<file path="src/include/sss_pkg.sv">
/*
 * Constants, types and timing for the supervisor serial slave.
 * Assumes a 40 MHz system clock and a 32.768 kHz crystal time base
 * arriving as a plain pin that is sampled by the system clock.
 */
// Function
// watchdog select 00=1.75 s, 01=750 ms, 10=250 ms, 11=off and idle
// status write of 02h sets write enable latch at once, no delay
// status write of 06h then sets register write latch and write enable latch
// with both latches set, one to eight bytes go to control registers
// completed control register write starts a nonvolatile cycle of at most 10 ms
// data aimed at undefined control addresses changes nothing
// end of nonvolatile cycle clears the register write latch
// incomplete register write leaves register write latch set, device active
// status write of zero clears both latches
// reads between sequence steps leave latch state untouched
// reset output active at power-up until supply above trip for 250 ms
// every start condition reloads watchdog to its full selected period
// watchdog running out asserts the reset output
// start conditions during a reset timeout do not touch the watchdog
// low voltage: nonvolatile cycle finishes, serial transfer aborted, commands refused
// programming voltage plus 00h to 01h raises trip threshold at stop
// programming voltage plus 00h to 03h restores native trip threshold at stop
// data changes only while serial clock low; high-clock changes mark start/stop
// bus ignored until start; stop after read returns to standby
// write data bytes not acknowledged while write enable latch clear
// second data byte of a status register write is not acknowledged
// reads: eight bits, release, sample ack; continue on ack, stop on none
// status register sits at serial address 3Fh
// watchdog and power-on timing count crystal ticks, not serial clock
package sss_pkg;

	// ---------------------------------------------------------------
	// time base
	// ---------------------------------------------------------------
	localparam int XTAL_HZ     = 32768;
	localparam int WD_LONG_MS  = 1750;
	localparam int WD_MID_MS   = 750;
	localparam int WD_SHORT_MS = 250;
	localparam int POR_MS      = 250;
	localparam int NV_WRITE_MS = 10;
	localparam int TICK_W      = 16;

	// least times round up, the longest write time rounds down
	localparam logic [TICK_W-1:0] WD_LONG_TICKS  = TICK_W'((WD_LONG_MS * XTAL_HZ + 999) / 1000);
	localparam logic [TICK_W-1:0] WD_MID_TICKS   = TICK_W'((WD_MID_MS * XTAL_HZ + 999) / 1000);
	localparam logic [TICK_W-1:0] WD_SHORT_TICKS = TICK_W'((WD_SHORT_MS * XTAL_HZ + 999) / 1000);
	localparam logic [TICK_W-1:0] POR_TICKS      = TICK_W'((POR_MS * XTAL_HZ + 999) / 1000);
	localparam logic [TICK_W-1:0] NV_TICKS       = TICK_W'(NV_WRITE_MS * XTAL_HZ / 1000);

	// ---------------------------------------------------------------
	// serial address space
	// ---------------------------------------------------------------
	localparam logic [5:0] SR_ADDR       = 6'h3F;
	localparam logic [5:0] CTRL_ADDR     = 6'h10;
	localparam logic [5:0] CCR_LAST_ADDR = 6'h13;
	localparam logic [5:0] RTC_FIRST     = 6'h30;
	localparam logic [5:0] RTC_LAST      = 6'h37;
	localparam logic [5:0] TRIP_SET_ADDR = 6'h01;
	localparam logic [5:0] TRIP_CLR_ADDR = 6'h03;
	localparam logic [7:0] TRIP_DATA     = 8'h00;
	localparam int         WD_HI_BIT     = 3;
	localparam int         WD_LO_BIT     = 2;
	localparam int         PAGE_BYTES    = 8;
	localparam logic [7:0] CCR_RESET     = 8'h00;
	localparam logic [7:0] SR_SET_WEL    = 8'h02;
	localparam logic [7:0] SR_SET_REGISTER_WRITE_LATCH   = 8'h06;
	localparam logic [7:0] SR_CLEAR      = 8'h00;
	localparam logic [1:0] WD_OFF        = 2'b11;

	// ---------------------------------------------------------------
	// bus registers
	// ---------------------------------------------------------------
	localparam logic [7:0] REG_CTRL      = 8'h00;
	localparam logic [7:0] REG_STATUS    = 8'h04;
	localparam int         CTRL_SUPPLY   = 0;
	localparam int         CTRL_PROG     = 1;
	localparam logic [1:0] CTRL_RESET    = 2'h1;

	typedef enum logic [1:0] {
		PH_SLAVE,
		PH_ADDR_HI,
		PH_ADDR_LO,
		PH_DATA
	} sss_phase_t;

	typedef struct packed {
		logic       valid;
		logic       write;
		logic [7:0] addr;
	} sss_ahb_req_t;

	typedef struct packed {
		logic trip_high;
		logic nv_busy;
		logic rst_active;
		logic wd_off;
		logic register_write_latch;
		logic write_enable_latch;
	} sss_status_t;

endpackage

</file>
<file path="src/design/sss_sync.sv">
/*
 * Two-flop synchroniser for a group of pins.
 * Assumes the pins idle high, as the serial lines do with pull-ups.
 */
`timescale 1ns/1ps
module sss_sync #(
	parameter int WIDTH = 3
) (
	input  wire logic             clk_i,
	input  wire logic             reset_i,
	input  wire logic [WIDTH-1:0] d_i,
	output logic      [WIDTH-1:0] q_o
);
	logic [WIDTH-1:0] meta_reg;

	always_ff @(posedge clk_i) begin
		if (reset_i) begin
			meta_reg <= '1;
			q_o      <= '1;
		end else begin
			meta_reg <= d_i;
			q_o      <= meta_reg;
		end
	end
endmodule

</file>
<file path="src/design/sss_serial_slave.sv">
/*
 * Supervisor serial slave: two-wire slave, write latches, nonvolatile
 * write timer, watchdog, power-on/low-voltage reset and trip programming.
 * Assumes an AHB-Lite master, open-drain lines resolved outside, and a
 * crystal tick pin; supply and programming voltage come from a bus register.
 */
// Added by the designer: the AHB-Lite interface to the registers and the register offsets.
`timescale 1ns/1ps
module sss_serial_slave
	import sss_pkg::*;
#(
	parameter logic [6:0]        SLAVE_ID       = 7'h2A,
	parameter logic [TICK_W-1:0] WD_LONG_TICKS  = sss_pkg::WD_LONG_TICKS,
	parameter logic [TICK_W-1:0] WD_MID_TICKS   = sss_pkg::WD_MID_TICKS,
	parameter logic [TICK_W-1:0] WD_SHORT_TICKS = sss_pkg::WD_SHORT_TICKS,
	parameter logic [TICK_W-1:0] POR_TICKS      = sss_pkg::POR_TICKS,
	parameter logic [TICK_W-1:0] NV_TICKS       = sss_pkg::NV_TICKS
) (
	input  wire logic        clk_i,
	input  wire logic        reset_i,
	input  wire logic        hsel_i,
	input  wire logic [31:0] haddr_i,
	input  wire logic [1:0]  htrans_i,
	input  wire logic        hwrite_i,
	input  wire logic [2:0]  hsize_i,
	input  wire logic [31:0] hwdata_i,
	input  wire logic        hready_i,
	output logic      [31:0] hrdata_o,
	output logic             hreadyout_o,
	output logic             hresp_o,
	input  wire logic        scl_i,
	input  wire logic        sda_i,
	output logic             sda_o,
	output logic             sda_oe_o,
	input  wire logic        xtal_i,
	output logic             reset_out_o,
	output logic             reset_out_oe_o
);
	// SLAVE_ID default is arbitrary

	typedef enum logic [2:0] {
		ST_IDLE,
		ST_RX,
		ST_ACK,
		ST_TX,
		ST_RACK
	} sss_state_t;

	function automatic logic [TICK_W-1:0] wd_period(input logic [1:0] sel);
		case (sel)
			2'b00:   wd_period = WD_LONG_TICKS;
			2'b01:   wd_period = WD_MID_TICKS;
			2'b10:   wd_period = WD_SHORT_TICKS;
			default: wd_period = '0;
		endcase
	endfunction

	function automatic logic ccr_defined(input logic [5:0] a);
		ccr_defined = (a <= CCR_LAST_ADDR) || (a >= RTC_FIRST && a <= RTC_LAST);
	endfunction

	// ---------------------------------------------------------------
	// pin sampling and bus events
	// ---------------------------------------------------------------
	logic [2:0] sync_q;
	logic       scl_q_reg;
	logic       sda_q_reg;
	logic       xtal_q_reg;

	sss_sync #(.WIDTH(3)) u_sync (
		.clk_i   (clk_i),
		.reset_i (reset_i),
		.d_i     ({xtal_i, sda_i, scl_i}),
		.q_o     (sync_q)
	);

	always_ff @(posedge clk_i) begin
		if (reset_i) begin
			scl_q_reg  <= 1'b1;
			sda_q_reg  <= 1'b1;
			xtal_q_reg <= 1'b1;
		end else begin
			scl_q_reg  <= sync_q[0];
			sda_q_reg  <= sync_q[1];
			xtal_q_reg <= sync_q[2];
		end
	end

	wire scl_s      = sync_q[0];
	wire sda_s      = sync_q[1];
	wire scl_rise_w = scl_s & ~scl_q_reg;
	wire scl_fall_w = ~scl_s & scl_q_reg;
	// only high-clock data edges count as framing
	wire start_w    = scl_s & scl_q_reg & sda_q_reg & ~sda_s;
	wire stop_w     = scl_s & scl_q_reg & ~sda_q_reg & sda_s;
	// crystal edges time everything slow
	wire tick_w     = sync_q[2] & ~xtal_q_reg;

	// ---------------------------------------------------------------
	// bus registers (zero wait, always OKAY)
	// ---------------------------------------------------------------
	sss_ahb_req_t ap_reg;
	logic [1:0]   ctrl_reg;
	sss_status_t  stat_w;

	wire ap_take_w = hsel_i & htrans_i[1] & hready_i;
	wire supply_ok_w = ctrl_reg[CTRL_SUPPLY];
	wire prog_w      = ctrl_reg[CTRL_PROG];
	wire lvr_w       = ~supply_ok_w;
	wire [31:0] rd_mux_w = (haddr_i[7:0] == REG_CTRL)   ? {30'h0, ctrl_reg} :
	                       (haddr_i[7:0] == REG_STATUS) ? {26'h0, stat_w} : 32'h0;

	always_ff @(posedge clk_i) begin
		if (reset_i) begin
			ap_reg   <= '0;
			ctrl_reg <= CTRL_RESET;
			hrdata_o <= 32'h0;
		end else begin
			ap_reg <= '{valid: ap_take_w, write: hwrite_i, addr: haddr_i[7:0]};
			if (ap_take_w && !hwrite_i)
				hrdata_o <= rd_mux_w;
			if (ap_reg.valid && ap_reg.write && ap_reg.addr == REG_CTRL)
				ctrl_reg <= hwdata_i[1:0];
		end
	end

	assign hreadyout_o = 1'b1;
	assign hresp_o     = 1'b0;

	// ---------------------------------------------------------------
	// serial slave
	// ---------------------------------------------------------------
	sss_state_t  state_reg;
	sss_phase_t  phase_reg;
	logic [3:0]  bit_cnt_reg;
	logic [3:0]  data_cnt_reg;
	logic [7:0]  shift_reg;
	logic [7:0]  tx_reg;
	logic        rw_reg;
	logic        m_ack_reg;
	logic        sr_tgt_reg;
	logic [5:0]  addr_reg;
	logic [2:0]  base_reg;
	logic [2:0]  widx_reg;
	logic [7:0]  sr_data_reg;
	logic [7:0]  buf_reg [PAGE_BYTES];
	logic [PAGE_BYTES-1:0] vld_reg;
	logic        wel_reg;
	logic        register_write_latch_reg;
	logic        nv_busy_w;
	logic [7:0]  ccr_mem [64];

	wire [7:0] sr_read_w = {5'h00, register_write_latch_reg, wel_reg, 1'b0};
	wire [7:0] rd_byte_w = (addr_reg == SR_ADDR) ? sr_read_w : ccr_mem[addr_reg];
	wire id_ok_w = (shift_reg[7:1] == SLAVE_ID) && !nv_busy_w;
	// write data needs the enable latch; status takes one byte only
	wire data_ack_w = sr_tgt_reg ? (data_cnt_reg == 4'h0) : wel_reg;
	wire ack_w = (phase_reg == PH_SLAVE) ? id_ok_w :
	             (phase_reg == PH_DATA)  ? data_ack_w : 1'b1;
	// the stop's own clock high is shifted in as one stray bit before the stop shows
	wire wr_done_w = (state_reg == ST_RX) && (phase_reg == PH_DATA) && !rw_reg
	               && (bit_cnt_reg == 4'h1) && (data_cnt_reg != 4'h0);
	wire commit_sr_w  = stop_w && !lvr_w && wr_done_w && sr_tgt_reg;
	wire commit_ccr_w = stop_w && !lvr_w && wr_done_w && !sr_tgt_reg && wel_reg && register_write_latch_reg;

	always_ff @(posedge clk_i) begin
		if (reset_i) begin
			state_reg    <= ST_IDLE;
			phase_reg    <= PH_SLAVE;
			bit_cnt_reg  <= 4'h0;
			data_cnt_reg <= 4'h0;
			shift_reg    <= 8'h00;
			tx_reg       <= 8'h00;
			rw_reg       <= 1'b0;
			m_ack_reg    <= 1'b0;
			sr_tgt_reg   <= 1'b0;
			addr_reg     <= 6'h00;
			base_reg     <= 3'h0;
			widx_reg     <= 3'h0;
			sr_data_reg  <= 8'h00;
			vld_reg      <= '0;
			sda_oe_o     <= 1'b0;
		end else if (lvr_w) begin
			state_reg <= ST_IDLE;
			sda_oe_o  <= 1'b0;
		end else if (start_w) begin
			// a repeated start drops buffered data, latches untouched
			state_reg    <= ST_RX;
			phase_reg    <= PH_SLAVE;
			bit_cnt_reg  <= 4'h0;
			data_cnt_reg <= 4'h0;
			vld_reg      <= '0;
			sda_oe_o     <= 1'b0;
		end else if (stop_w) begin
			state_reg <= ST_IDLE;
			sda_oe_o  <= 1'b0;
		end else begin
			case (state_reg)
				ST_RX: begin
					if (scl_rise_w && bit_cnt_reg != 4'h8) begin
						shift_reg   <= {shift_reg[6:0], sda_s};
						bit_cnt_reg <= bit_cnt_reg + 4'h1;
					end else if (scl_fall_w && bit_cnt_reg == 4'h8) begin
						bit_cnt_reg <= 4'h0;
						state_reg   <= ST_ACK;
						sda_oe_o    <= ack_w;
						case (phase_reg)
							PH_SLAVE: begin
								rw_reg <= shift_reg[0];
								if (!shift_reg[0])
									phase_reg <= PH_ADDR_HI;
							end
							PH_ADDR_HI: phase_reg <= PH_ADDR_LO;
							PH_ADDR_LO: begin
								phase_reg  <= PH_DATA;
								addr_reg   <= shift_reg[5:0];
								base_reg   <= shift_reg[5:3];
								widx_reg   <= shift_reg[2:0];
								sr_tgt_reg <= (shift_reg[5:0] == SR_ADDR);
							end
							default: begin
								if (ack_w && sr_tgt_reg)
									sr_data_reg <= shift_reg;
								if (ack_w && !sr_tgt_reg) begin
									// page index wraps, later bytes overwrite
									buf_reg[widx_reg] <= shift_reg;
									vld_reg[widx_reg] <= 1'b1;
									widx_reg          <= widx_reg + 3'h1;
								end
								if (data_cnt_reg != 4'hF)
									data_cnt_reg <= data_cnt_reg + 4'h1;
							end
						endcase
					end
				end
				ST_ACK: begin
					if (scl_fall_w) begin
						if (!sda_oe_o) begin
							state_reg <= ST_IDLE;
						end else if (rw_reg) begin
							tx_reg      <= rd_byte_w;
							sda_oe_o    <= ~rd_byte_w[7];
							bit_cnt_reg <= 4'h1;
							addr_reg    <= addr_reg + 6'h01;
							state_reg   <= ST_TX;
						end else begin
							sda_oe_o  <= 1'b0;
							state_reg <= ST_RX;
						end
					end
				end
				ST_TX: begin
					if (scl_fall_w) begin
						if (bit_cnt_reg == 4'h8) begin
							sda_oe_o  <= 1'b0;
							state_reg <= ST_RACK;
						end else begin
							tx_reg      <= {tx_reg[6:0], 1'b0};
							sda_oe_o    <= ~tx_reg[6];
							bit_cnt_reg <= bit_cnt_reg + 4'h1;
						end
					end
				end
				ST_RACK: begin
					if (scl_rise_w)
						m_ack_reg <= ~sda_s;
					else if (scl_fall_w && m_ack_reg) begin
						tx_reg      <= rd_byte_w;
						sda_oe_o    <= ~rd_byte_w[7];
						bit_cnt_reg <= 4'h1;
						addr_reg    <= addr_reg + 6'h01;
						state_reg   <= ST_TX;
					end else if (scl_fall_w)
						state_reg <= ST_IDLE;
				end
				default: state_reg <= ST_IDLE;
			endcase
		end
	end

	assign sda_o = 1'b0;

	// ---------------------------------------------------------------
	// write latches and nonvolatile cycle
	// ---------------------------------------------------------------
	logic [TICK_W-1:0] nv_cnt_reg;
	logic              trip_high_reg;

	assign nv_busy_w = (nv_cnt_reg != '0);
	wire nv_done_w = nv_busy_w && tick_w && (nv_cnt_reg == TICK_W'(1));

	// only serial writes and the end of a nonvolatile cycle reach the latches, so reads never disturb them
	always_ff @(posedge clk_i) begin
		if (reset_i) begin
			wel_reg  <= 1'b0;
			register_write_latch_reg <= 1'b0;
		end else if (nv_done_w) begin
			register_write_latch_reg <= 1'b0;
		end else if (commit_sr_w) begin
			if (sr_data_reg == SR_SET_WEL)
				wel_reg <= 1'b1;
			else if (sr_data_reg == SR_SET_REGISTER_WRITE_LATCH && wel_reg) begin
				wel_reg  <= 1'b1;
				register_write_latch_reg <= 1'b1;
			end else if (sr_data_reg == SR_CLEAR) begin
				wel_reg  <= 1'b0;
				register_write_latch_reg <= 1'b0;
			end
		end
	end

	// cycle keeps running under low voltage, only new commits are refused
	always_ff @(posedge clk_i) begin
		if (reset_i)
			nv_cnt_reg <= '0;
		else if (commit_ccr_w)
			nv_cnt_reg <= NV_TICKS;
		else if (nv_busy_w && tick_w)
			nv_cnt_reg <= nv_cnt_reg - TICK_W'(1);
	end

	always_ff @(posedge clk_i) begin
		if (reset_i) begin
			for (int i = 0; i < 64; i++)
				ccr_mem[i] <= CCR_RESET;
			trip_high_reg <= 1'b0;
		end else if (commit_ccr_w) begin
			for (int i = 0; i < PAGE_BYTES; i++) begin
				if (vld_reg[i] && ccr_defined({base_reg, 3'(i)}))
					ccr_mem[{base_reg, 3'(i)}] <= buf_reg[i];
				if (vld_reg[i] && prog_w && buf_reg[i] == TRIP_DATA) begin
					if ({base_reg, 3'(i)} == TRIP_SET_ADDR)
						trip_high_reg <= 1'b1;
					else if ({base_reg, 3'(i)} == TRIP_CLR_ADDR)
						trip_high_reg <= 1'b0;
				end
			end
		end
	end

	// ---------------------------------------------------------------
	// watchdog and reset output
	// ---------------------------------------------------------------
	logic [TICK_W-1:0] wd_cnt_reg;
	logic [TICK_W-1:0] rst_cnt_reg;
	logic              rst_active_reg;

	wire [1:0] wd_sel_w = ccr_mem[CTRL_ADDR][WD_HI_BIT:WD_LO_BIT];
	wire [TICK_W-1:0] wd_period_w = wd_period(wd_sel_w);
	wire wd_on_w = (wd_sel_w != WD_OFF);
	wire rst_busy_w = (rst_cnt_reg != '0) || lvr_w;
	wire wd_expire_w = !rst_busy_w && wd_on_w && tick_w && (wd_cnt_reg == TICK_W'(1));

	// off setting parks the counter so nothing toggles
	always_ff @(posedge clk_i) begin
		if (reset_i)
			wd_cnt_reg <= WD_LONG_TICKS;
		else if (rst_busy_w || !wd_on_w)
			wd_cnt_reg <= wd_period_w;
		else if (start_w)
			wd_cnt_reg <= wd_period_w;
		else if (tick_w && wd_cnt_reg != '0)
			wd_cnt_reg <= wd_cnt_reg - TICK_W'(1);
	end

	always_ff @(posedge clk_i) begin
		if (reset_i)
			rst_cnt_reg <= POR_TICKS;
		else if (lvr_w || wd_expire_w)
			rst_cnt_reg <= POR_TICKS;
		else if (tick_w && rst_cnt_reg != '0)
			rst_cnt_reg <= rst_cnt_reg - TICK_W'(1);
	end

	always_ff @(posedge clk_i) begin
		if (reset_i)
			rst_active_reg <= 1'b1;
		else
			rst_active_reg <= rst_busy_w;
	end

	assign reset_out_o    = 1'b0;
	assign reset_out_oe_o = rst_active_reg;
	assign stat_w = '{trip_high: trip_high_reg, nv_busy: nv_busy_w, rst_active: rst_active_reg,
	                  wd_off: !wd_on_w, register_write_latch: register_write_latch_reg, write_enable_latch: wel_reg};
endmodule

</file>
<file path="config.mk">
export PLATFORM = sky130hd
export DESIGN_NAME = sss_serial_slave
export DESIGN_NICKNAME = d
export VERILOG_FILES = /design/src/include/sss_pkg.sv /design/src/design/sss_sync.sv /design/src/design/sss_serial_slave.sv
export SDC_FILE = /design/constraint.sdc
export NUM_CORES = 1
export LEC_CHECK = 0
export BUFFER_PORTS_ARGS = -buffer_cell sky130_fd_sc_hd__buf_2
export CORE_MARGIN = 3
export CORE_UTILIZATION = 40
export CTS_CLUSTER_SIZE = 40
export DETAILED_ROUTE_END_ITERATION = 10
export GPL_TIMING_DRIVEN = 0
export MAX_ROUTING_LAYER = met4
export SLEW_MARGIN = 20
export SYNTH_ARGS = -nofsm -noshare
export SYNTH_HDL_FRONTEND = slang
export SYNTH_SLANG_ARGS = --single-unit
</file>
<file path="constraint.sdc">
create_clock -name clk_i -period 9.75 [get_ports clk_i]
set_clock_uncertainty 0.15 [all_clocks]
set_input_delay 1.4625 -clock clk_i [delete_from_list [all_inputs] [get_ports clk_i]]
set_output_delay 1.4625 -clock clk_i [all_outputs]
set_load 0.1 [all_outputs]
</file>
==> impl_metrics.tcl, run 1 <==
set metrics [dict create \
    cp_data_required_time_ns 10.13 \
    max-slew-margin-rel_pct 20.7 \
    first_iter_violations 2030 \
    finalWeightedCongestion 0.968 \
    hold_path_class "register to register" \
    insertion_delay_ns 0.65 \
    peakVddDrop_uv 120 \
    vias_per_cell 5.38 \
    yosys_most_used_dff "edfxtp_1" \
    die_w_um 282 \
    synth_edf_count 576 \
    vias 19100 \
    synth_top_area_share_pct 56.8 \
    place_ws_ns 4.50 \
    start_util_pct 40.6 \
    crit_cells 10 \
    reg2reg_depth 10 \
    clk_pin_slew_worst_paths_ns 0.06 \
    wl_um 86800 \
    yosys_warnings 0 \
    ios 115 \
    holdPathStages 1 \
    hold_slack_ns 0.271 \
    dr.pass1.iters 5 \
    crit_slowest_cell "buf_1" \
    grt_pass1_wl_um 126000 \
    post_cts_buffers 0 \
    holdBufCountCts 0 \
    cts_tree "done" \
    critical-path-top-delay-family "buffers and inverters" \
    die_h_um 282 \
    dr_wl_met3_um 6630 \
    cts_buffers 77 \
    fin_tns_setup_ns 0 \
    dieArea_mm2 0.0795 \
    largest_reg_flops 512 \
    fin_ws_ns 4.35 \
    worstPathMaxFanout 10 \
    h-tree-depth 3 \
    nFillCells 6538 \
    leakage_nw 12.7 \
    ys_types 69 \
    netlist_area_mm2 0.0304 \
    maxCapViolCount 0 \
    drv_slew 0 \
    nets 2614 \
    synthMuxAreaShare_pct 10.9 \
    hold_viol 0 \
    min_period_over_period_pct 55.4 \
    grt_pass1_vias 18800 \
    fin_crit_ns 5.40 \
    core-area_mm2 0.0749 \
    wl_met2_um 40700 \
    path_class "register to register" \
    cts.sinks 721 \
    worst_pin_slew_ns 1.19 \
    multiInputGateArea_mm2 0.0105 \
    power_w 0.00665 \
    async_flop_share_pct 0 \
    wl_met1_um 36500 \
    yosys.area.top_type "edfxtp_1" \
    synth_seq_area_share_pct 66.4 \
    root_buffer "clkbuf_16" \
    antenna_found_initial 5 \
    status "finished clean" \
    rsz0062_at_grt "no" \
    fmax_ghz 0.185 \
    cts_resized 0 \
    min-delay-start "u_sync.meta_reg[1]$_SDFF_PP1_" \
    wl_per_cell_um 24.5 \
    finalSetupViolations 0 \
    synth-adder-area-share_pct 0.781 \
    num_rows 100 \
    ant_nets 0 \
    yosys-top-cells-area "edfxtp_1 57%, dfxtp_1 9.5%, mux4_2 8.6%, and2_1 2.9%, mux2i_1 2.2%" \
    drive_gt1_share_pct 13.2 \
    worst-path-buf-inv 4 \
    grtUsageTotal_pct 22.6 \
    arrival_ns 5.78 \
    overflow 0 \
    slowest_delay_ns 0.95 \
    drc 0 \
    grt_start_max_net_pins 17 \
    areaGrowthSynthToFinish_pct 16.3 \
    instances_no_fill 3551 \
    avgSynthCellArea_um2 14.5 \
    power_density_mw_per_mm2 188 \
    synth_compound_area_share_pct 4.85 \
    cp-end-kind "register" \
    ys_seq_elements 721 \
    cts.path.max_buffers 3 \
    cp_cell_sequence "clkbuf_1, clkbuf_1, buf_1, buf_1, mux2i_1, a22oi_1, nand4b_1, nand4_1, nand3_1, a221oi_1" \
    seq_area_mm2 0.0202 \
    synth-simple-area-share_pct 13.0 \
    synth_xor_area_share_pct 1.18 \
    place_inst 3407 \
    netlist_instances 2097 \
    highest_layer "met4" \
    synth_top_family_by_area "simple AND/OR/NAND/NOR gates" \
    crit_path_start_kind "register" \
    numPortBuffers 25 \
    dp_hpwl_um 62800 \
]
## power breakdown
| part | total, W | internal, W | switching (W) |
|---|---|---|---|
| registers | 0.00352 | 0.00348 | 0.0000454 |
| clock network | 0.00283 | 0.00162 | 0.00121 |
| logic | 0.000297 | 0.0000878 | 0.000209 |
## metrics by stage
stage	utilization (%)	area (um^2)
detailed placement	44.0	33000
global route	47.2	35400
global placement	44.0	33000
finish	47.2	35400
floorplan	-	31600
CTS	47.2	35400
## synthesized netlist by cell type, types with 27 or more instances
cell and n:
a22oi_1 48, nand2_1 69, nor2b_1 29, a21oi_1 46, mux2i_1 67, dfxtp_1 145, or2_2 31, nor3_1 32
nand2b_1 27, and3_1 98, inv_1 29, and2_1 140, o21ai_0 29, nor2_1 132, buf_4 31, mux4_2 116
edfxtp_1 576, nand3_1 44, clkbuf_1 118
## area by class of cell
type	count	share of cell area, %
Inverter	29	0.307
Clock inverter	33	0.816
Antenna cell	5	0.0353
Clock buffer	105	5.95
Multi-Input combinational cell	1487	29.8
Sequential cell	721	57.0
Timing Repair Buffer	26	0.385
Tap cell	969	3.42
Buffer	176	2.27
## worst paths after layout
kind	to	slack [ns]
hold reg to reg	u_sync.q_o[1]$_SDFF_PP1_	0.27
setup reg to reg	tx_reg[1]$_SDFFE_PP0P_	4.35
hold / removal	u_sync.q_o[1]$_SDFF_PP1_	0.27
setup / recovery	tx_reg[1]$_SDFFE_PP0P_	4.35
## placed cells by master (no fill, tap or decap), drive strengths merged, types with 31 or more instances in the layout
master	Yosys	layout
a22oi	48	48
and3	98	98
inv	29	31
nand2	69	69
a21oi	46	46
and2	141	141
or2	32	32
buf	58	83
dfxtp	145	145
clkbuf	118	224
edfxtp	576	576
nand3	44	44
mux2i	67	67
conb	2	318
nor2	138	138
nor3	32	32
mux4	116	116
## kinds of logic after synthesis
group           count (synthesis)
xor+xnor                       41
simple gates                  706
flops                         721
fa+ha+maj                      19
mux                           185
compound gates                218
buf+inv                       205
other cells                     2
## routing by layer
metal  vias to the layer above  GRT usage [%]
met2                       790           34.8
met1                      9691           30.3
met3                       166           4.19
met4                         0           7.73
li1                       8449              -
met5                         -              -
## worst reg2reg max path, stage by stage, from the launching register on
cell and delay [ns]:
dfxtp_1 0.31, clkbuf_1 0.84, clkbuf_1 0.65, buf_1 0.88
buf_1 0.96, mux2i_1 0.43, a22oi_1 0.29, nand4b_1 0.12
nand4_1 0.11, nand3_1 0.22, a221oi_1 0.33
No activity file was read; power rests on OpenSTA's default activity.
==> run 2: changes to the inputs <==
==> constraint.sdc (replaced) <==
create_clock -name clk_i -period 4.5 [get_ports clk_i]
set_clock_uncertainty 0.15 [all_clocks]
set_input_delay 0.675 -clock clk_i [delete_from_list [all_inputs] [get_ports clk_i]]
set_output_delay 0.675 -clock clk_i [all_outputs]
set_load 0.1 [all_outputs]
==> impl_metrics.tcl, run 2 (same netlist as run 1, synthesis figures left out) <==
set metrics [dict create \
    status "finished clean" \
    grt_start_max_net_pins 20 \
    rsz0062_at_grt "no" \
    holdBufCountCts 0 \
    wl_um 86800 \
    r2r_end "ccr_mem[49][7]$_SDFFCE_PN0P_" \
    antenna_found_initial 5 \
    hold_slack_ns 0.0655 \
    r2r_setup_slack_ns 0.15 \
    clk_pin_slew_worst_paths_ns 0.06 \
    reg2reg_depth 7 \
    drc 0 \
    arrival_ns 4.46 \
    worst-path-buf-inv 2 \
    cp_cell_sequence "or4b_1, or4_1, or4_4, buf_6, nor2_1, clkbuf_1, a21o_1" \
    cts_resized 11 \
    fin_crit_ns 4.35 \
    cts.path.max_buffers 3 \
    worstPathMaxFanout 10 \
    die_w_um 282 \
    fmax_ghz 0.230 \
    grt_pass1_vias 18800 \
    leakage_nw 12.8 \
    insertion_delay_ns 0.64 \
    placed_cell_area_mm2 0.0330 \
    grt_pass1_wl_um 126000 \
    hold_path_end "u_sync.meta_reg[1]$_SDFF_PP1_" \
    maxCapViolCount 0 \
    dp_hpwl_um 62800 \
    ant_nets 0 \
    cts_tree "done" \
    min-delay-start "sda_i" \
    min_period_over_period_pct 96.7 \
    numPortBuffers 25 \
    h-tree-depth 3 \
    finalSetupViolations 0 \
    worst_pin_slew_ns 1.08 \
    multiInputGateArea_mm2 0.0105 \
    max-slew-margin-rel_pct 27.6 \
    critical-path-top-delay-family "simple AND/OR/NAND/NOR gates" \
    hold_path_class "primary input to register" \
    areaGrowthSynthToFinish_pct 16.4 \
    final_cell_mix "576 x edfxtp_1, 318 x conb_1, 144 x dfxtp_1" \
    holdPathStages 2 \
    post_cts_buffers 0 \
    drive_gt1_share_pct 13.5 \
    rr_startpoint "rw_reg$_SDFFE_PP0P_" \
    dieArea_mm2 0.0795 \
    slowest_delay_ns 0.74 \
    crit_slowest_cell "nor2_1" \
    finalWeightedCongestion 0.968 \
    cp-end-kind "register" \
    seq_area_mm2 0.0202 \
    design_area_mm2 0.0354 \
    crit_path_start_kind "register" \
    path_class "register to register" \
    largest_reg_flops 512 \
    layout_commonest_cell "edfxtp_1" \
    root_buffer "clkbuf_16" \
    nFillCells 6537 \
    grtUsageTotal_pct 22.6 \
    vias 19100 \
    cts.sinks 721 \
    ios 115 \
    power_density_mw_per_mm2 406 \
    num_rows 100 \
    first_iter_violations 2045 \
    core-area_mm2 0.0749 \
    overflow 0 \
    cp_data_required_time_ns 4.61 \
    start_util_pct 40.6 \
    peakVddDrop_uv 260 \
    dr.pass1.iters 8 \
    nets 2611 \
    hold_viol 0 \
    cts_buffers 77 \
    vias_per_cell 5.38 \
    drv_slew 0 \
    wl_per_cell_um 24.5 \
    die_h_um 282 \
]
run 2: cell count changes in the layout (fill, tap and decap cells not counted), moves of 2 or more:
cell,change
clkbuf_1,-5
buf_2,-3
buf_1,-4
clkbuf_2,+2
clkdlybuf4s15_2,+3
clkbuf_4,+3
run 2: power breakdown:
part / internal (W) / switching, W / total (W)
sequential: 0.00753 / 0.0000985 / 0.00763
combinational: 0.000190 / 0.000454 / 0.000644
clock: 0.00351 / 0.00261 / 0.00613
run 2: how the worst max path moves through the flow:
stage | endpoint | slack [ns] | cells after the start | from
6_report | ccr_mem[49][7]$_SDFFCE_PN0P_ | 0.15 | 7 | rw_reg$_SDFFE_PP0P_
3_5_place_dp | sda_oe_o$_SDFFE_PP0P_ | -0.73 | 10 | register
2_1_floorplan | ccr_mem[19][0]$_SDFFCE_PN0P_ | 1.06 | 8 | ctrl_reg[0]$_SDFFE_PP1P_
4_1_cts | tx_reg[5]$_SDFFE_PP0P_ | 0.04 | 8 | register
5_1_grt | tx_reg[1]$_SDFFE_PP0P_ | 0.01 | 9 | register
3_3_place_gp | tx_reg[1]$_SDFFE_PP0P_ | -1.07 | 10 | register
run 2: worst reg2reg max path, cell delays in order, from the launching register on:
cell and delay, ns:
dfxtp_1 0.37, or4b_1 0.57, or4_1 0.50, or4_4 0.47, buf_6 0.18, nor2_1 0.74
clkbuf_1 0.50, a21o_1 0.48
run 2: metrics by stage:
stage	total power (W)	TNS [ns]	utilization (%)	setup WS (ns)	cells
2_1_floorplan	0.00817	0	-	1.06	2413
3_3_place_gp	0.00838	-4.48	44.0	-1.07	3407
3_5_place_dp	0.00841	-3.87	44.0	-0.733	3407
4_1_cts	0.0145	0	47.2	0.0410	3542
5_1_grt	0.0148	0	47.3	0.0147	3547
6_report	0.0144	0	47.3	0.149	3548
run 2: final cells by class:
class	count	share of cell area (%)
antenna	5	0.0353
clock inverter	33	0.815
clock buffer	105	5.94
timing repair buffer	26	0.385
inverter	29	0.307
tap	969	3.42
buffer	173	2.35
multi-input combinational	1487	29.8
sequential	721	57.0
run 2: routing by layer:
| metal | vias up | global-route usage [%] | part of all wire (%) |
|---|---|---|---|
| met2 | 800 | 34.8 | 47 |
| met5 | - | - | 0 |
| met4 | 0 | 7.81 | 3.3 |
| met1 | 9691 | 30.1 | 42 |
| li1 | 8458 | - | - |
| met3 | 141 | 4.40 | 7.8 |
